===== src/rsdpc_pkg.sv =====
/*
  Shared constants for the resolver decoder program control block: slot
  register map, parameter ranges and reset values, key and status bit
  positions, reply codes and the panel screen encoding.
  Assumes every consumer refers to names as rsdpc_pkg::name.
*/
package rsdpc_pkg;

  // Slot register map, as byte addresses of 16-bit words
  localparam logic [15:0] ADDR_SPEED     = 16'h0080;
  localparam logic [15:0] ADDR_ANGLE     = 16'h0082;
  localparam logic [15:0] ADDR_COND      = 16'h0084;
  localparam logic [15:0] ADDR_SCALE     = 16'h0102;
  localparam logic [15:0] ADDR_SHIFT     = 16'h0104;
  localparam logic [15:0] ADDR_WIN_UPPER = 16'h0106;
  localparam logic [15:0] ADDR_WIN_LOWER = 16'h0108;

  // Parameter ranges and reset values
  localparam logic [15:0] SCALE_MIN      = 16'h0013;  // 19
  localparam logic [15:0] SCALE_MAX      = 16'h0fff;  // 4095
  localparam logic [15:0] SCALE_RESET    = 16'h0167;  // 359, degree units
  localparam logic [15:0] SHIFT_RESET    = 16'h0000;
  localparam logic [15:0] LIMIT_MIN      = 16'h0000;
  localparam logic [15:0] LIMIT_MAX      = 16'h07cf;  // 1999 rpm
  localparam logic [15:0] UPPER_RESET    = 16'h07cf;
  localparam logic [15:0] LOWER_RESET    = 16'h0000;
  localparam logic [15:0] STILL_RPM      = 16'h0003;  // scale and shift edits refused above this

  // Key vector bit positions
  localparam int KEY_MODE   = 0;
  localparam int KEY_INC    = 1;
  localparam int KEY_DEC    = 2;
  localparam int KEY_RIGHT  = 3;
  localparam int KEY_RECALL = 4;
  localparam int KEY_W      = 5;

  // Condition word bit positions
  localparam int COND_MOTION = 0;
  localparam int COND_DIR    = 1;
  localparam int COND_CABLE  = 2;
  localparam int COND_DIAG   = 3;
  localparam int COND_PERMIT = 4;

  // Reply status codes
  localparam logic [1:0] RPL_OK     = 2'h0;
  localparam logic [1:0] RPL_RANGE  = 2'h1;
  localparam logic [1:0] RPL_MOVING = 2'h2;
  localparam logic [1:0] RPL_BADREG = 2'h3;

  // Panel screens, one-hot
  typedef enum logic [4:0] {
    SCR_DEFAULT = 5'h01,
    SCR_SCALE   = 5'h02,
    SCR_SHIFT   = 5'h04,
    SCR_LIMITS  = 5'h08,
    SCR_FAULT   = 5'h10
  } rsdpc_screen_e;

endpackage


===== src/rsdpc_top.sv =====
/*
  Program control for a single-turn resolver decoder module: slot command
  port with reply, parameter store, position scaling and zero shift, speed
  window output, front panel screen sequencer with timeout, and fault mode.
  Assumes the converter supplies RAW_POS_I and SPEED_I on MCLK_I, the slot
  command strobe is synchronous to MCLK_I, and panel keys and field inputs
  are asynchronous pins (already debounced).
*/
`timescale 1ns/1ps
module rsdpc_top #(
  parameter int          POS_W      = 12,     // Converter position width
  parameter int unsigned TIMEOUT_MS = 30000,  // Panel idle timeout
  parameter int unsigned CLK_KHZ    = 250000  // MCLK_I rate
) (
  input  wire logic        MCLK_I,        // Module clock
  input  wire logic        RST_I,         // Async reset, high
  input  wire logic        CMD_STB_I,     // Slot command strobe
  input  wire logic        CMD_WR_I,      // 1 write, 0 read
  input  wire logic [15:0] CMD_ADDR_I,    // Register address
  input  wire logic [15:0] CMD_DATA_I,    // Write value
  output logic             RPL_VALID_O,   // Reply pulse
  output logic [15:0]      RPL_DATA_O,    // Read value or echoed write value
  output logic [1:0]       RPL_STATUS_O,  // Reply status code
  input  wire logic [POS_W-1:0] RAW_POS_I, // Converter position
  input  wire logic [15:0] SPEED_I,       // Shaft speed, rpm
  input  wire logic        DIR_I,         // 1 counterclockwise
  input  wire logic [4:0]  KEYS_I,        // Panel keys, pin level
  input  wire logic        PERMIT_I,      // Programming permit pin
  input  wire logic        QUAL_I,        // Mode advance qualifier pin
  input  wire logic        CPU_FAULT_I,   // Processor fault pin
  input  wire logic        PWR_FAULT_I,   // Power fault pin
  input  wire logic        CABLE_FAULT_I, // Cable fault pin
  output logic             MOTION_O,      // Speed inside window
  output logic             HEALTHY_O,     // Fail-safe, high when healthy
  output logic [4:0]       SCREEN_O,      // Current screen, one-hot
  output logic [15:0]      DISP_POS_O,    // Position field
  output logic [15:0]      DISP_AUX_O,    // Speed field, value of the current edit screen, or zero in the fault screen
  output logic             CURSOR_O,      // Limits cursor on value
  output logic             LIM_SEL_O      // 1 upper limit selected
);

  // 30 s at 250 MHz overflows 32 bits
  localparam logic [39:0] TIMEOUT_CYC = 40'(64'(TIMEOUT_MS) * 64'(CLK_KHZ));

  // Step within [lo,hi], holding at the ends
  function automatic logic [15:0] step(input logic [15:0] v, input logic up,
                                      input logic [15:0] lo, input logic [15:0] hi);
    if (up) begin
      step = (v >= hi) ? hi : v + 16'h0001;
    end else begin
      step = (v <= lo) ? lo : v - 16'h0001;
    end
  endfunction

  // Synchronisers: first stage read only by the second
  // Keys, permit, qualifier, then the fault pins
  logic [9:0] pin_s1_reg;
  logic [9:0] pin_s2_reg;
  logic [4:0] key_prev_reg;
  always_ff @(posedge MCLK_I or posedge RST_I) begin
    if (RST_I) begin
      pin_s1_reg   <= '0;
      pin_s2_reg   <= '0;
      key_prev_reg <= '0;
    end else begin
      pin_s1_reg   <= {CABLE_FAULT_I, PWR_FAULT_I, CPU_FAULT_I, QUAL_I, PERMIT_I, KEYS_I};
      pin_s2_reg   <= pin_s1_reg;
      key_prev_reg <= pin_s2_reg[4:0];
    end
  end

  logic [4:0] press;
  logic       permit;
  logic       qual;
  logic       fault;
  logic       moving;
  always_comb begin
    press  = pin_s2_reg[4:0] & ~key_prev_reg;
    permit = pin_s2_reg[5];
    qual   = pin_s2_reg[6];
    fault  = |pin_s2_reg[9:7];
    moving = SPEED_I > rsdpc_pkg::STILL_RPM;
  end

  // Parameter store, screen sequencer and slot replies
  rsdpc_pkg::rsdpc_screen_e scr_reg, scr_next, ret_reg, ret_next;
  logic [15:0] scale_reg, scale_next;
  logic [15:0] shift_reg, shift_next;
  logic [15:0] upper_reg, upper_next;
  logic [15:0] lower_reg, lower_next;
  logic [39:0] idle_reg, idle_next;
  logic        cursor_reg, cursor_next;
  logic        sel_reg, sel_next;
  logic        rv_reg, rv_next;
  logic [15:0] rd_reg, rd_next;
  logic [1:0]  rs_reg, rs_next;
  logic [15:0] cond;
  logic [15:0] angle_reg;

  // Condition word
  always_comb begin
    cond = '0;
    cond[rsdpc_pkg::COND_MOTION] = MOTION_O;
    cond[rsdpc_pkg::COND_DIR]    = DIR_I;
    cond[rsdpc_pkg::COND_CABLE]  = pin_s2_reg[9];
    cond[rsdpc_pkg::COND_DIAG]   = fault;
    cond[rsdpc_pkg::COND_PERMIT] = permit;
  end

  // Next-value logic
  always_comb begin
    scr_next    = scr_reg;
    ret_next    = ret_reg;
    scale_next  = scale_reg;
    shift_next  = shift_reg;
    upper_next  = upper_reg;
    lower_next  = lower_reg;
    idle_next   = idle_reg;
    cursor_next = cursor_reg;
    sel_next    = sel_reg;
    rv_next     = 1'b0;
    rd_next     = rd_reg;
    rs_next     = rs_reg;

    // Panel: keys reset the idle count; recall is never decoded
    // Keys are dropped while faulted
    if (scr_reg == rsdpc_pkg::SCR_FAULT) begin
      idle_next = '0;
      if (!fault) begin
        scr_next = ret_reg;
      end
    end else if (fault) begin
      ret_next  = scr_reg;
      scr_next  = rsdpc_pkg::SCR_FAULT;
    end else begin
      idle_next = (|press[3:0]) ? '0 : idle_reg + 40'h1;
      if (scr_reg != rsdpc_pkg::SCR_DEFAULT && idle_reg >= TIMEOUT_CYC - 40'h1) begin
        scr_next = rsdpc_pkg::SCR_DEFAULT;
      end else begin
        case (scr_reg)
          rsdpc_pkg::SCR_DEFAULT: begin
            if (press[rsdpc_pkg::KEY_MODE] && permit) begin
              scr_next = rsdpc_pkg::SCR_SCALE;
            end
          end
          rsdpc_pkg::SCR_SCALE: begin
            if (press[rsdpc_pkg::KEY_MODE]) begin
              if (qual) begin
                scr_next = rsdpc_pkg::SCR_SHIFT;
              end
            end else if ((press[rsdpc_pkg::KEY_INC] || press[rsdpc_pkg::KEY_DEC])
                         && permit && !moving) begin
              scale_next = step(scale_reg, press[rsdpc_pkg::KEY_INC],
                                rsdpc_pkg::SCALE_MIN, rsdpc_pkg::SCALE_MAX);
              // Keep the shift within the new scale
              if (shift_reg > scale_next) begin
                shift_next = scale_next;
              end
            end
          end
          rsdpc_pkg::SCR_SHIFT: begin
            if (press[rsdpc_pkg::KEY_MODE]) begin
              scr_next    = rsdpc_pkg::SCR_LIMITS;
              cursor_next = 1'b0;
            end else if ((press[rsdpc_pkg::KEY_INC] || press[rsdpc_pkg::KEY_DEC])
                         && permit && !moving) begin
              shift_next = step(shift_reg, press[rsdpc_pkg::KEY_INC],
                                rsdpc_pkg::SHIFT_RESET, scale_reg);
            end
          end
          rsdpc_pkg::SCR_LIMITS: begin
            if (press[rsdpc_pkg::KEY_MODE]) begin
              scr_next = rsdpc_pkg::SCR_DEFAULT;
            end else if (press[rsdpc_pkg::KEY_RIGHT]) begin
              cursor_next = ~cursor_reg;
            end else if ((press[rsdpc_pkg::KEY_INC] || press[rsdpc_pkg::KEY_DEC]) && permit) begin
              // Limits may change while turning
              if (!cursor_reg) begin
                sel_next = ~sel_reg;
              end else if (sel_reg) begin
                upper_next = step(upper_reg, press[rsdpc_pkg::KEY_INC],
                                  rsdpc_pkg::LIMIT_MIN, rsdpc_pkg::LIMIT_MAX);
              end else begin
                lower_next = step(lower_reg, press[rsdpc_pkg::KEY_INC],
                                  rsdpc_pkg::LIMIT_MIN, rsdpc_pkg::LIMIT_MAX);
              end
            end
          end
          default: scr_next = rsdpc_pkg::SCR_DEFAULT;
        endcase
      end
    end

    // Slot command: one action, one reply the next cycle; a command
    // in the same cycle as a panel step wins since it is applied last
    if (CMD_STB_I) begin
      rv_next = 1'b1;
      rs_next = rsdpc_pkg::RPL_OK;
      if (!CMD_WR_I) begin
        // Reads change no state
        case (CMD_ADDR_I)
          rsdpc_pkg::ADDR_SPEED:     rd_next = SPEED_I;
          rsdpc_pkg::ADDR_ANGLE:     rd_next = angle_reg;
          rsdpc_pkg::ADDR_COND:      rd_next = cond;
          rsdpc_pkg::ADDR_SCALE:     rd_next = scale_reg;
          rsdpc_pkg::ADDR_SHIFT:     rd_next = shift_reg;
          rsdpc_pkg::ADDR_WIN_UPPER: rd_next = upper_reg;
          rsdpc_pkg::ADDR_WIN_LOWER: rd_next = lower_reg;
          default: begin
            rd_next = '0;
            rs_next = rsdpc_pkg::RPL_BADREG;
          end
        endcase
      end else begin
        rd_next = CMD_DATA_I;
        // Refused writes echo data, change nothing
        case (CMD_ADDR_I)
          rsdpc_pkg::ADDR_SCALE: begin
            if (moving) begin
              rs_next = rsdpc_pkg::RPL_MOVING;
            end else if (CMD_DATA_I < rsdpc_pkg::SCALE_MIN || CMD_DATA_I > rsdpc_pkg::SCALE_MAX) begin
              rs_next = rsdpc_pkg::RPL_RANGE;
            end else begin
              scale_next = CMD_DATA_I;
              if (shift_next > CMD_DATA_I) begin
                shift_next = CMD_DATA_I;
              end
            end
          end
          rsdpc_pkg::ADDR_SHIFT: begin
            if (moving) begin
              rs_next = rsdpc_pkg::RPL_MOVING;
            end else if (CMD_DATA_I > scale_next) begin
              rs_next = rsdpc_pkg::RPL_RANGE;
            end else begin
              shift_next = CMD_DATA_I;
            end
          end
          rsdpc_pkg::ADDR_WIN_UPPER: begin
            if (CMD_DATA_I > rsdpc_pkg::LIMIT_MAX) begin
              rs_next = rsdpc_pkg::RPL_RANGE;
            end else begin
              upper_next = CMD_DATA_I;
            end
          end
          rsdpc_pkg::ADDR_WIN_LOWER: begin
            if (CMD_DATA_I > rsdpc_pkg::LIMIT_MAX) begin
              rs_next = rsdpc_pkg::RPL_RANGE;
            end else begin
              lower_next = CMD_DATA_I;
            end
          end
          default: rs_next = rsdpc_pkg::RPL_BADREG;
        endcase
      end
    end
  end

  // State registers
  always_ff @(posedge MCLK_I or posedge RST_I) begin
    if (RST_I) begin
      scr_reg    <= rsdpc_pkg::SCR_DEFAULT;
      ret_reg    <= rsdpc_pkg::SCR_DEFAULT;
      scale_reg  <= rsdpc_pkg::SCALE_RESET;
      shift_reg  <= rsdpc_pkg::SHIFT_RESET;
      upper_reg  <= rsdpc_pkg::UPPER_RESET;
      lower_reg  <= rsdpc_pkg::LOWER_RESET;
      idle_reg   <= '0;
      cursor_reg <= 1'b0;
      sel_reg    <= 1'b1;
      rv_reg     <= 1'b0;
      rd_reg     <= '0;
      rs_reg     <= rsdpc_pkg::RPL_OK;
    end else begin
      scr_reg    <= scr_next;
      ret_reg    <= ret_next;
      scale_reg  <= scale_next;
      shift_reg  <= shift_next;
      upper_reg  <= upper_next;
      lower_reg  <= lower_next;
      idle_reg   <= idle_next;
      cursor_reg <= cursor_next;
      sel_reg    <= sel_next;
      rv_reg     <= rv_next;
      rd_reg     <= rd_next;
      rs_reg     <= rs_next;
    end
  end

  // Position path: scale raw angle to counts, add shift, wrap.
  // Two-cycle latency keeps the multiply off the wrap compare.
  logic [15:0] scaled_reg, scaled_next;
  logic [15:0] angle_next;
  logic [31:0] prod;
  logic [16:0] sum;
  always_comb begin
    prod        = 32'(RAW_POS_I) * 32'({16'h0000, scale_reg} + 32'h1);
    scaled_next = prod[POS_W+15:POS_W];
    sum         = {1'b0, scaled_reg} + {1'b0, shift_reg};
    if (sum > {1'b0, scale_reg}) begin
      angle_next = 16'(sum - ({1'b0, scale_reg} + 17'h00001));
    end else begin
      angle_next = sum[15:0];
    end
  end

  // Output group, all registered; fault forces outputs off
  logic        motion_next;
  logic [15:0] aux_next;
  always_comb begin
    motion_next = !fault && SPEED_I >= lower_reg && SPEED_I <= upper_reg;
    case (scr_reg)
      rsdpc_pkg::SCR_SCALE:  aux_next = scale_reg;
      rsdpc_pkg::SCR_SHIFT:  aux_next = shift_reg;
      rsdpc_pkg::SCR_LIMITS: aux_next = sel_reg ? upper_reg : lower_reg;
      rsdpc_pkg::SCR_FAULT:  aux_next = '0;
      default:               aux_next = SPEED_I;
    endcase
  end

  // Output and position registers
  always_ff @(posedge MCLK_I or posedge RST_I) begin
    if (RST_I) begin
      scaled_reg <= '0;
      angle_reg  <= '0;
      MOTION_O   <= 1'b0;
      HEALTHY_O  <= 1'b0;
      DISP_AUX_O <= '0;
    end else begin
      scaled_reg <= scaled_next;
      angle_reg  <= angle_next;
      MOTION_O   <= motion_next;
      HEALTHY_O  <= !fault;
      DISP_AUX_O <= aux_next;
    end
  end

  // Register copies, no logic after the flops
  assign RPL_VALID_O  = rv_reg;
  assign RPL_DATA_O   = rd_reg;
  assign RPL_STATUS_O = rs_reg;
  assign SCREEN_O     = scr_reg;
  assign DISP_POS_O   = angle_reg;
  assign CURSOR_O     = cursor_reg;
  assign LIM_SEL_O    = sel_reg;

endmodule


===== config.mk =====
export PLATFORM = sky130hd
export DESIGN_NAME = rsdpc_top
export DESIGN_NICKNAME = d
export VERILOG_FILES = /design/src/rsdpc_pkg.sv /design/src/rsdpc_top.sv
export SDC_FILE = /design/constraint.sdc
export NUM_CORES = 1
export LEC_CHECK = 0
export ABC_AREA = 1
export BUFFER_PORTS_ARGS = -buffer_cell sky130_fd_sc_hd__buf_2
export CORE_ASPECT_RATIO = 0.8
export CORE_MARGIN = 2
export CORE_UTILIZATION = 45
export DETAILED_ROUTE_END_ITERATION = 16
export GPL_ROUTABILITY_DRIVEN = 0
export PLACE_DENSITY_LB_ADDON = 0.25
export SLEW_MARGIN = 20
export SYNTH_ARGS = -nofsm -noshare
export SYNTH_HDL_FRONTEND = slang
export SYNTH_SLANG_ARGS = --single-unit

===== constraint.sdc =====
create_clock -name MCLK_I -period 5.9 [get_ports MCLK_I]
set_input_delay 0.59 -clock MCLK_I [delete_from_list [all_inputs] [get_ports MCLK_I]]
set_output_delay 0.59 -clock MCLK_I [all_outputs]
set_load 0.02 [all_outputs]

## Yosys cells after proc, flatten, opt, wreduce, memory -nomap -nowiden

Index checks and enable logic that the tools add are counted.

- Add/subtract/negate cells: 13
- $mul: 1
- Div/mod/pow operators: 0
- Order comparisons: 19
- Eq/ne operators: 22
- Shift operators: 0
- Mux-type cells: 103
- Bitwise logic cells: 9
- Reductions and logical operators: 18

Operator list:

| operator | number |
|---|---|
| two-way mux 16 bit | 73 |
| two-way mux 40 bit | 3 |
| one-hot mux 16 bit (7 select lines) | 1 |
| adder 16 x 1 -> 16 bit (second input constant) | 5 |
| equality test 16 x 9 -> 1 bit (second input constant) | 4 |
| one-hot mux 16 bit (2 select lines) | 2 |
| one-hot mux 16 bit (4 select lines) | 1 |
| subtractor 16 x 1 -> 16 bit (second input constant) | 4 |
| equality test 16 x 8 -> 1 bit (second input constant) | 3 |
| greater-than comparator 16 bit | 3 |
| <= comparator 16 x 1 -> 1 bit (second input constant) | 3 |
| two-way mux 5 bit | 9 |
| adder 40 x 1 -> 40 bit (second input constant) | 1 |
| >= comparator 40 x 33 -> 1 bit (second input constant) | 1 |
| >= comparator 16 x 11 -> 1 bit (second input constant) | 2 |
| >= comparator 16 bit | 2 |
| multiplier 12 x 17 -> 28 bit | 1 |
| inequality test 5 bit (second input constant) | 5 |
| one-hot mux 5 bit (4 select lines) | 1 |
| adder 16 x 1 -> 17 bit (second input constant) | 1 |
| adder 16 x 16 -> 17 bit | 1 |
| greater-than comparator 17 x 16 -> 1 bit | 1 |
| >= comparator 16 x 12 -> 1 bit (second input constant) | 1 |
| greater-than comparator 16 x 11 -> 1 bit (second input constant) | 1 |
| other kinds (32) | 56 |

- Bits in registers: 209
- Bits in latches: 0
- Bits in writable memories: 0
- Bits in read-only memories: 0
- Input bits: 75
- Output and inout bits: 60
- Memories kept: 0

## Logic depth before layout (Yosys ltp)

- Word-level depth: 26
- Mapped depth: 40

## Worst setup path after synthesis

OpenSTA, ideal clock, no wires.

- Path type: register to register
- From: register scale_reg[1]
- To: register scaled_reg[15]
- Arrival time: 5.558 ns
- Slack: 0.225 ns
- Cell stages (with the launch flop): 24
- Buffers on the path: 1
- Period minus slack after synthesis: 5.675 ns
- Path through: dfstp_2 ha_1 nand2_1 nor2_4 nand3_1 nor3_1 a21oi_1 nor2_1 clkbuf_1 nand2_1 fa_1 inv_1 fa_1 fa_1 fa_1 fa_1 ha_1 a21oi_1 o21a_1 nand2_1 a221oi_1 nand2_1 nand2_1 nand2_1

- Word-level cells in the longest chain between the ends: 2

RTL lines:

| element | RTL line | text |
|---|---|---|
| start: declaration | rsdpc_top.sv:87 | `logic [15:0] scale_reg, scale_next;` |
| start signal: assignment | rsdpc_top.sv:264 | `scale_reg <= rsdpc_pkg::SCALE_RESET;` |
| start signal: assignment | rsdpc_top.sv:277 | `scale_reg <= scale_next;` |
| adder 16 x 1 -> 17 bit | rsdpc_top.sv:297 | `prod = 32'(RAW_POS_I) * 32'({16'h0000, scale_reg} + 32'h1);` |
| multiplier 12 x 17 -> 28 bit | rsdpc_top.sv:297 |  |
| via prod[27] | rsdpc_top.sv:294 | `logic [31:0] prod;` |
| end signal: assignment | rsdpc_top.sv:330 | `scaled_reg <= scaled_next;` |
| end: declaration | rsdpc_top.sv:292 | `logic [15:0] scaled_reg, scaled_next;` |

The timed path passes the listed nets, and every way through them passes these cells.
A chain may end at the register's enable or synchronous reset.

## Final worst setup path

- From: register scale_reg[0]
- To: register scaled_reg[15]

Same word-level chain as after synthesis.

==> summary.md <==
| Metric | Value |
|---|---|
| Reg2reg end | scaled_reg[15] |
| P_int | 3.58 mW |
| Htree depth | 1 |
| Static Leak | 14.5 nW |
| RSZ-0062 raised after global routing | yes |
| Synth Register Bits | 207 |
| Worst setup endpoint | scaled_reg[15] |
| Max reg flops | 40 |
| Post-synthesis average cell area | 6.90 um2 |
| Placed inst area | 27000 um2 |
| Register Area | 5200 um2 |
| Synth Area in Compound Gates | 12.0% |
| Final ANT Viol Nets | 0 |
| Largest family of logic cells by synthesized area | simple AND/OR/NAND/NOR gates |
| Core ar. | 54200 um2 |
| Layout cells sized above 1 | 14.1% |
| Fillers | 5370 |
| Syn nets | 4026 |
| Synth-to-Final Area Change | 15.3% |
| Final hold violations | 0 |
| Vias | 26300 |
| Clock slew at reported path FFs | 0.06 ns |
| Crit path from | scale_reg[0] |
| Nature of the critical path startpoint | flip-flop |
| Clock share of power | 24.6% |
| I/O pins | 135 |
| Post-Syn Area | 24800 um2 |
| Remaining routing DRC violations | 0 |
| Area of the multi-input gates | 17700 um2 |
| Worst r2r src | scale_reg[0] |
| Final instance area | 28700 um2 |
| Async SR Flop Fraction | 100% |
| Die height | 214 um |
| Drt total wl | 91100 um |
| Initial antenna violation count | 3 |
| Die X-Extent | 267 um |
| GRT overflow | 0 |
| NetSw | 2.83 mW |
| # setup viols final | 0 |
| Sequential area share after synthesis | 20.9% |
| CTS tree | yes |
| Status | completed |
| Post-synthesis xor/xnor area fraction | 3.88% |
| Warnings, synthesis | 0 |
| Starting Density | 45.8% |
| Hold wc startpoint | KEYS_I[1] |
| Post-synth top cells | nand2_1, inv_1, nand3_1 |
| Synth area leaders | dfrtp_1, nand2_1, fa_1 |
| Synth top area share | 19.0% |
| Achievable Freq | 0.173 GHz |
| Synth Area in Simple Gates | 31.0% |
| Slew Limit Fails | 0 |
| Crit. End Element | flip-flop |
| Clock skew | 0.0159 ns |
| # nets final | 4244 |
| Setup ws final | 0.124 ns |
| Pre-CTS WS | -0.188 ns |
| Drt pass-1 iters | 9 |
| Synth cell types | 60 |
| Logic pwr share | 47.0% |
| Max Cap Viol | 0 |
| IO Port Bufs | 133 |
| Clk buf depth | 3 |
| GR Util All Layers | 31.1% |
| Number of global-route vias before repair | 23700 |
| Clock root cell | clkbuf_16 |
| Multiplexer share of the synthesized area | 0.0453% |
| Cts hold-fix bufs | 0 |
| Num CTS Buffers | 23 |
| Synth area leader | dfrtp_1 |
| Mapped Cells | 3602 |
| Later-pin clock latency in the skew report | 0.55 ns |
| Rel. slew slack | 40.0% |
| Crit share post-route | 97.9% |
| Post-route minimum period | 5.78 ns |
| FF-to-FF setup slack | 0.12 ns |
| Count leader, synth | nand2_1 |
| Predominant post-synthesis flop cell | dfrtp_1 |
| Switching Share | 44.1% |
| First-pass GRT wire length | 139000 um |
| CP max FO | 5 |
| Peak supply drop | 234 uV |
| Type of the worst setup path | flip-flop to flip-flop |
| Largest net degree at the start of global routing | 149 |
| Post-synth EDFFs | 0 |
| Pwr/cell area | 224 nW/um2 |
| Routed vias/inst | 5.80 |
| Cell count of the worst reg-to-reg path | 27 |
| DPL Wire Length | 71400 um |
| Die ar. | 57100 um2 |
| Sequential power share | 28.5% |
| Clock tree sinks | 207 |
| FP Rows | 76 |
| WL per Instance | 20.1 um |
| Worst Hold Class | primary input to flip-flop |
| DR iter-0 viols | 3388 |
| Adder-cell area share of the yosys netlist | 22.1% |
| Actual slew at the worst max-slew pin | 0.897 ns |
| WP data required | 6.34 ns |
| WP data arrival | 6.21 ns |
## worst max-delay path, stage by stage, from the launching register on
cell and delay (ns):
dfstp_2 0.58, buf_4 0.13, inv_1 0.09, nor2_2 0.15, nand3_2 0.13, inv_2 0.09
nand3_1 0.10, buf_4 0.17, o21ai_2 0.12, nand2_2 0.12, inv_4 0.11, nand2_1 0.07
fa_1 0.46, fa_1 0.52, inv_1 0.05, fa_1 0.46, fa_1 0.53, fa_1 0.61
ha_4 0.24, buf_4 0.14, nand2_1 0.11, nor2_2 0.07, nand2_1 0.07, nand2_1 0.07
a221oi_2 0.27, nand2_1 0.10, nand2_1 0.08, nand2_1 0.05
## cell usage in the layout, fill, tap and decap left out, types with 19 or more instances in the layout
cell type and n:
xor2_1 91, ha_1 183, nor2_1 307, xnor2_1 19, nand3_1 318, a31oi_1 20
clkbuf_16 23, inv_1 483, o22ai_1 48, nand2_1 893, buf_2 133, dfrtp_1 189
nor3_1 61, inv_2 21, nand4_1 81, buf_4 168, fa_1 148, o21ai_0 172
a21oi_1 160, nand2_2 30
## logic make-up after synthesis
group           after synthesis
fa+ha+maj                   349
compound gates              524
buf+inv                     640
flops                       207
xor+xnor                    110
simple gates               1771
mux                           1
## area by class of cell
class                      instances  share of cell area, %
clock inverter                    10                  0.498
tap                              702                   3.07
sequential                       207                   18.2
inverter                         518                   6.83
multi-input combinational       2755                   61.8
antenna                            1                0.00873
clock buffer                      31                   2.29
timing repair buffer             315                   7.34
## layer usage
| metal | share of wire [%] | wire (um) | vias up | GRT usage [%] |
|---|---|---|---|---|
| met3 | 14 | 12600 | 195 | 8.23 |
| met5 | 0.098 | 89 | - | 1.10 |
| li1 | - | - | 12200 | - |
| met2 | 39 | 35300 | 1600 | 41.4 |
| met4 | 3.5 | 3170 | 2 | 9.19 |
| met1 | 44 | 40000 | 12300 | 48.3 |
## power groups by stage
| stage | clock (mW) | combinational (mW) | sequential [mW] |
|---|---|---|---|
| 4_1_cts | 1.59 | 2.74 | 1.82 |
| 5_1_grt | 1.65 | 3.31 | 1.83 |
| 3_3_place_gp | 0 | 2.69 | 1.84 |
| 3_5_place_dp | 0 | 2.70 | 1.84 |
| 6_report | 1.57 | 3.01 | 1.83 |
| 2_1_floorplan | 0 | 1.73 | 1.91 |
## per-stage QoR
step | TNS (ns) | std cells | utilization [%] | hold slack (ns) | power (mW)
floorplan | 0 | 3602 | - | 0.331 | 3.64
global placement | -0.0515 | 4470 | 49.8 | 0.333 | 4.53
detailed placement | -0.453 | 4470 | 49.8 | 0.335 | 4.54
CTS | 0 | 4513 | 51.4 | 0.130 | 6.15
global route | -0.158 | 4539 | 52.9 | 0.126 | 6.79
finish | 0 | 4539 | 52.9 | 0.145 | 6.41
## worst min path at each step
stage | endpoint | slack, ns | cells after the start
after global routing | pin_s1_reg[3] | 0.13 | 1
final | pin_s1_reg[1] | 0.14 | 1
after CTS | pin_s1_reg[3] | 0.13 | 1
after floorplan | pin_s2_reg[0] | 0.33 | 0
after global placement | pin_s2_reg[9] | 0.33 | 0
after detailed placement | pin_s2_reg[1] | 0.33 | 0
## repair_timing
action	in CTS	in global routing
gates cloned	0	0
endpoints found under the setup margin	7	32
pin swaps	3	77
gates resized for setup	13	136
buffers inserted	2	25
Note: power is estimated with default switching activity, not from simulation.
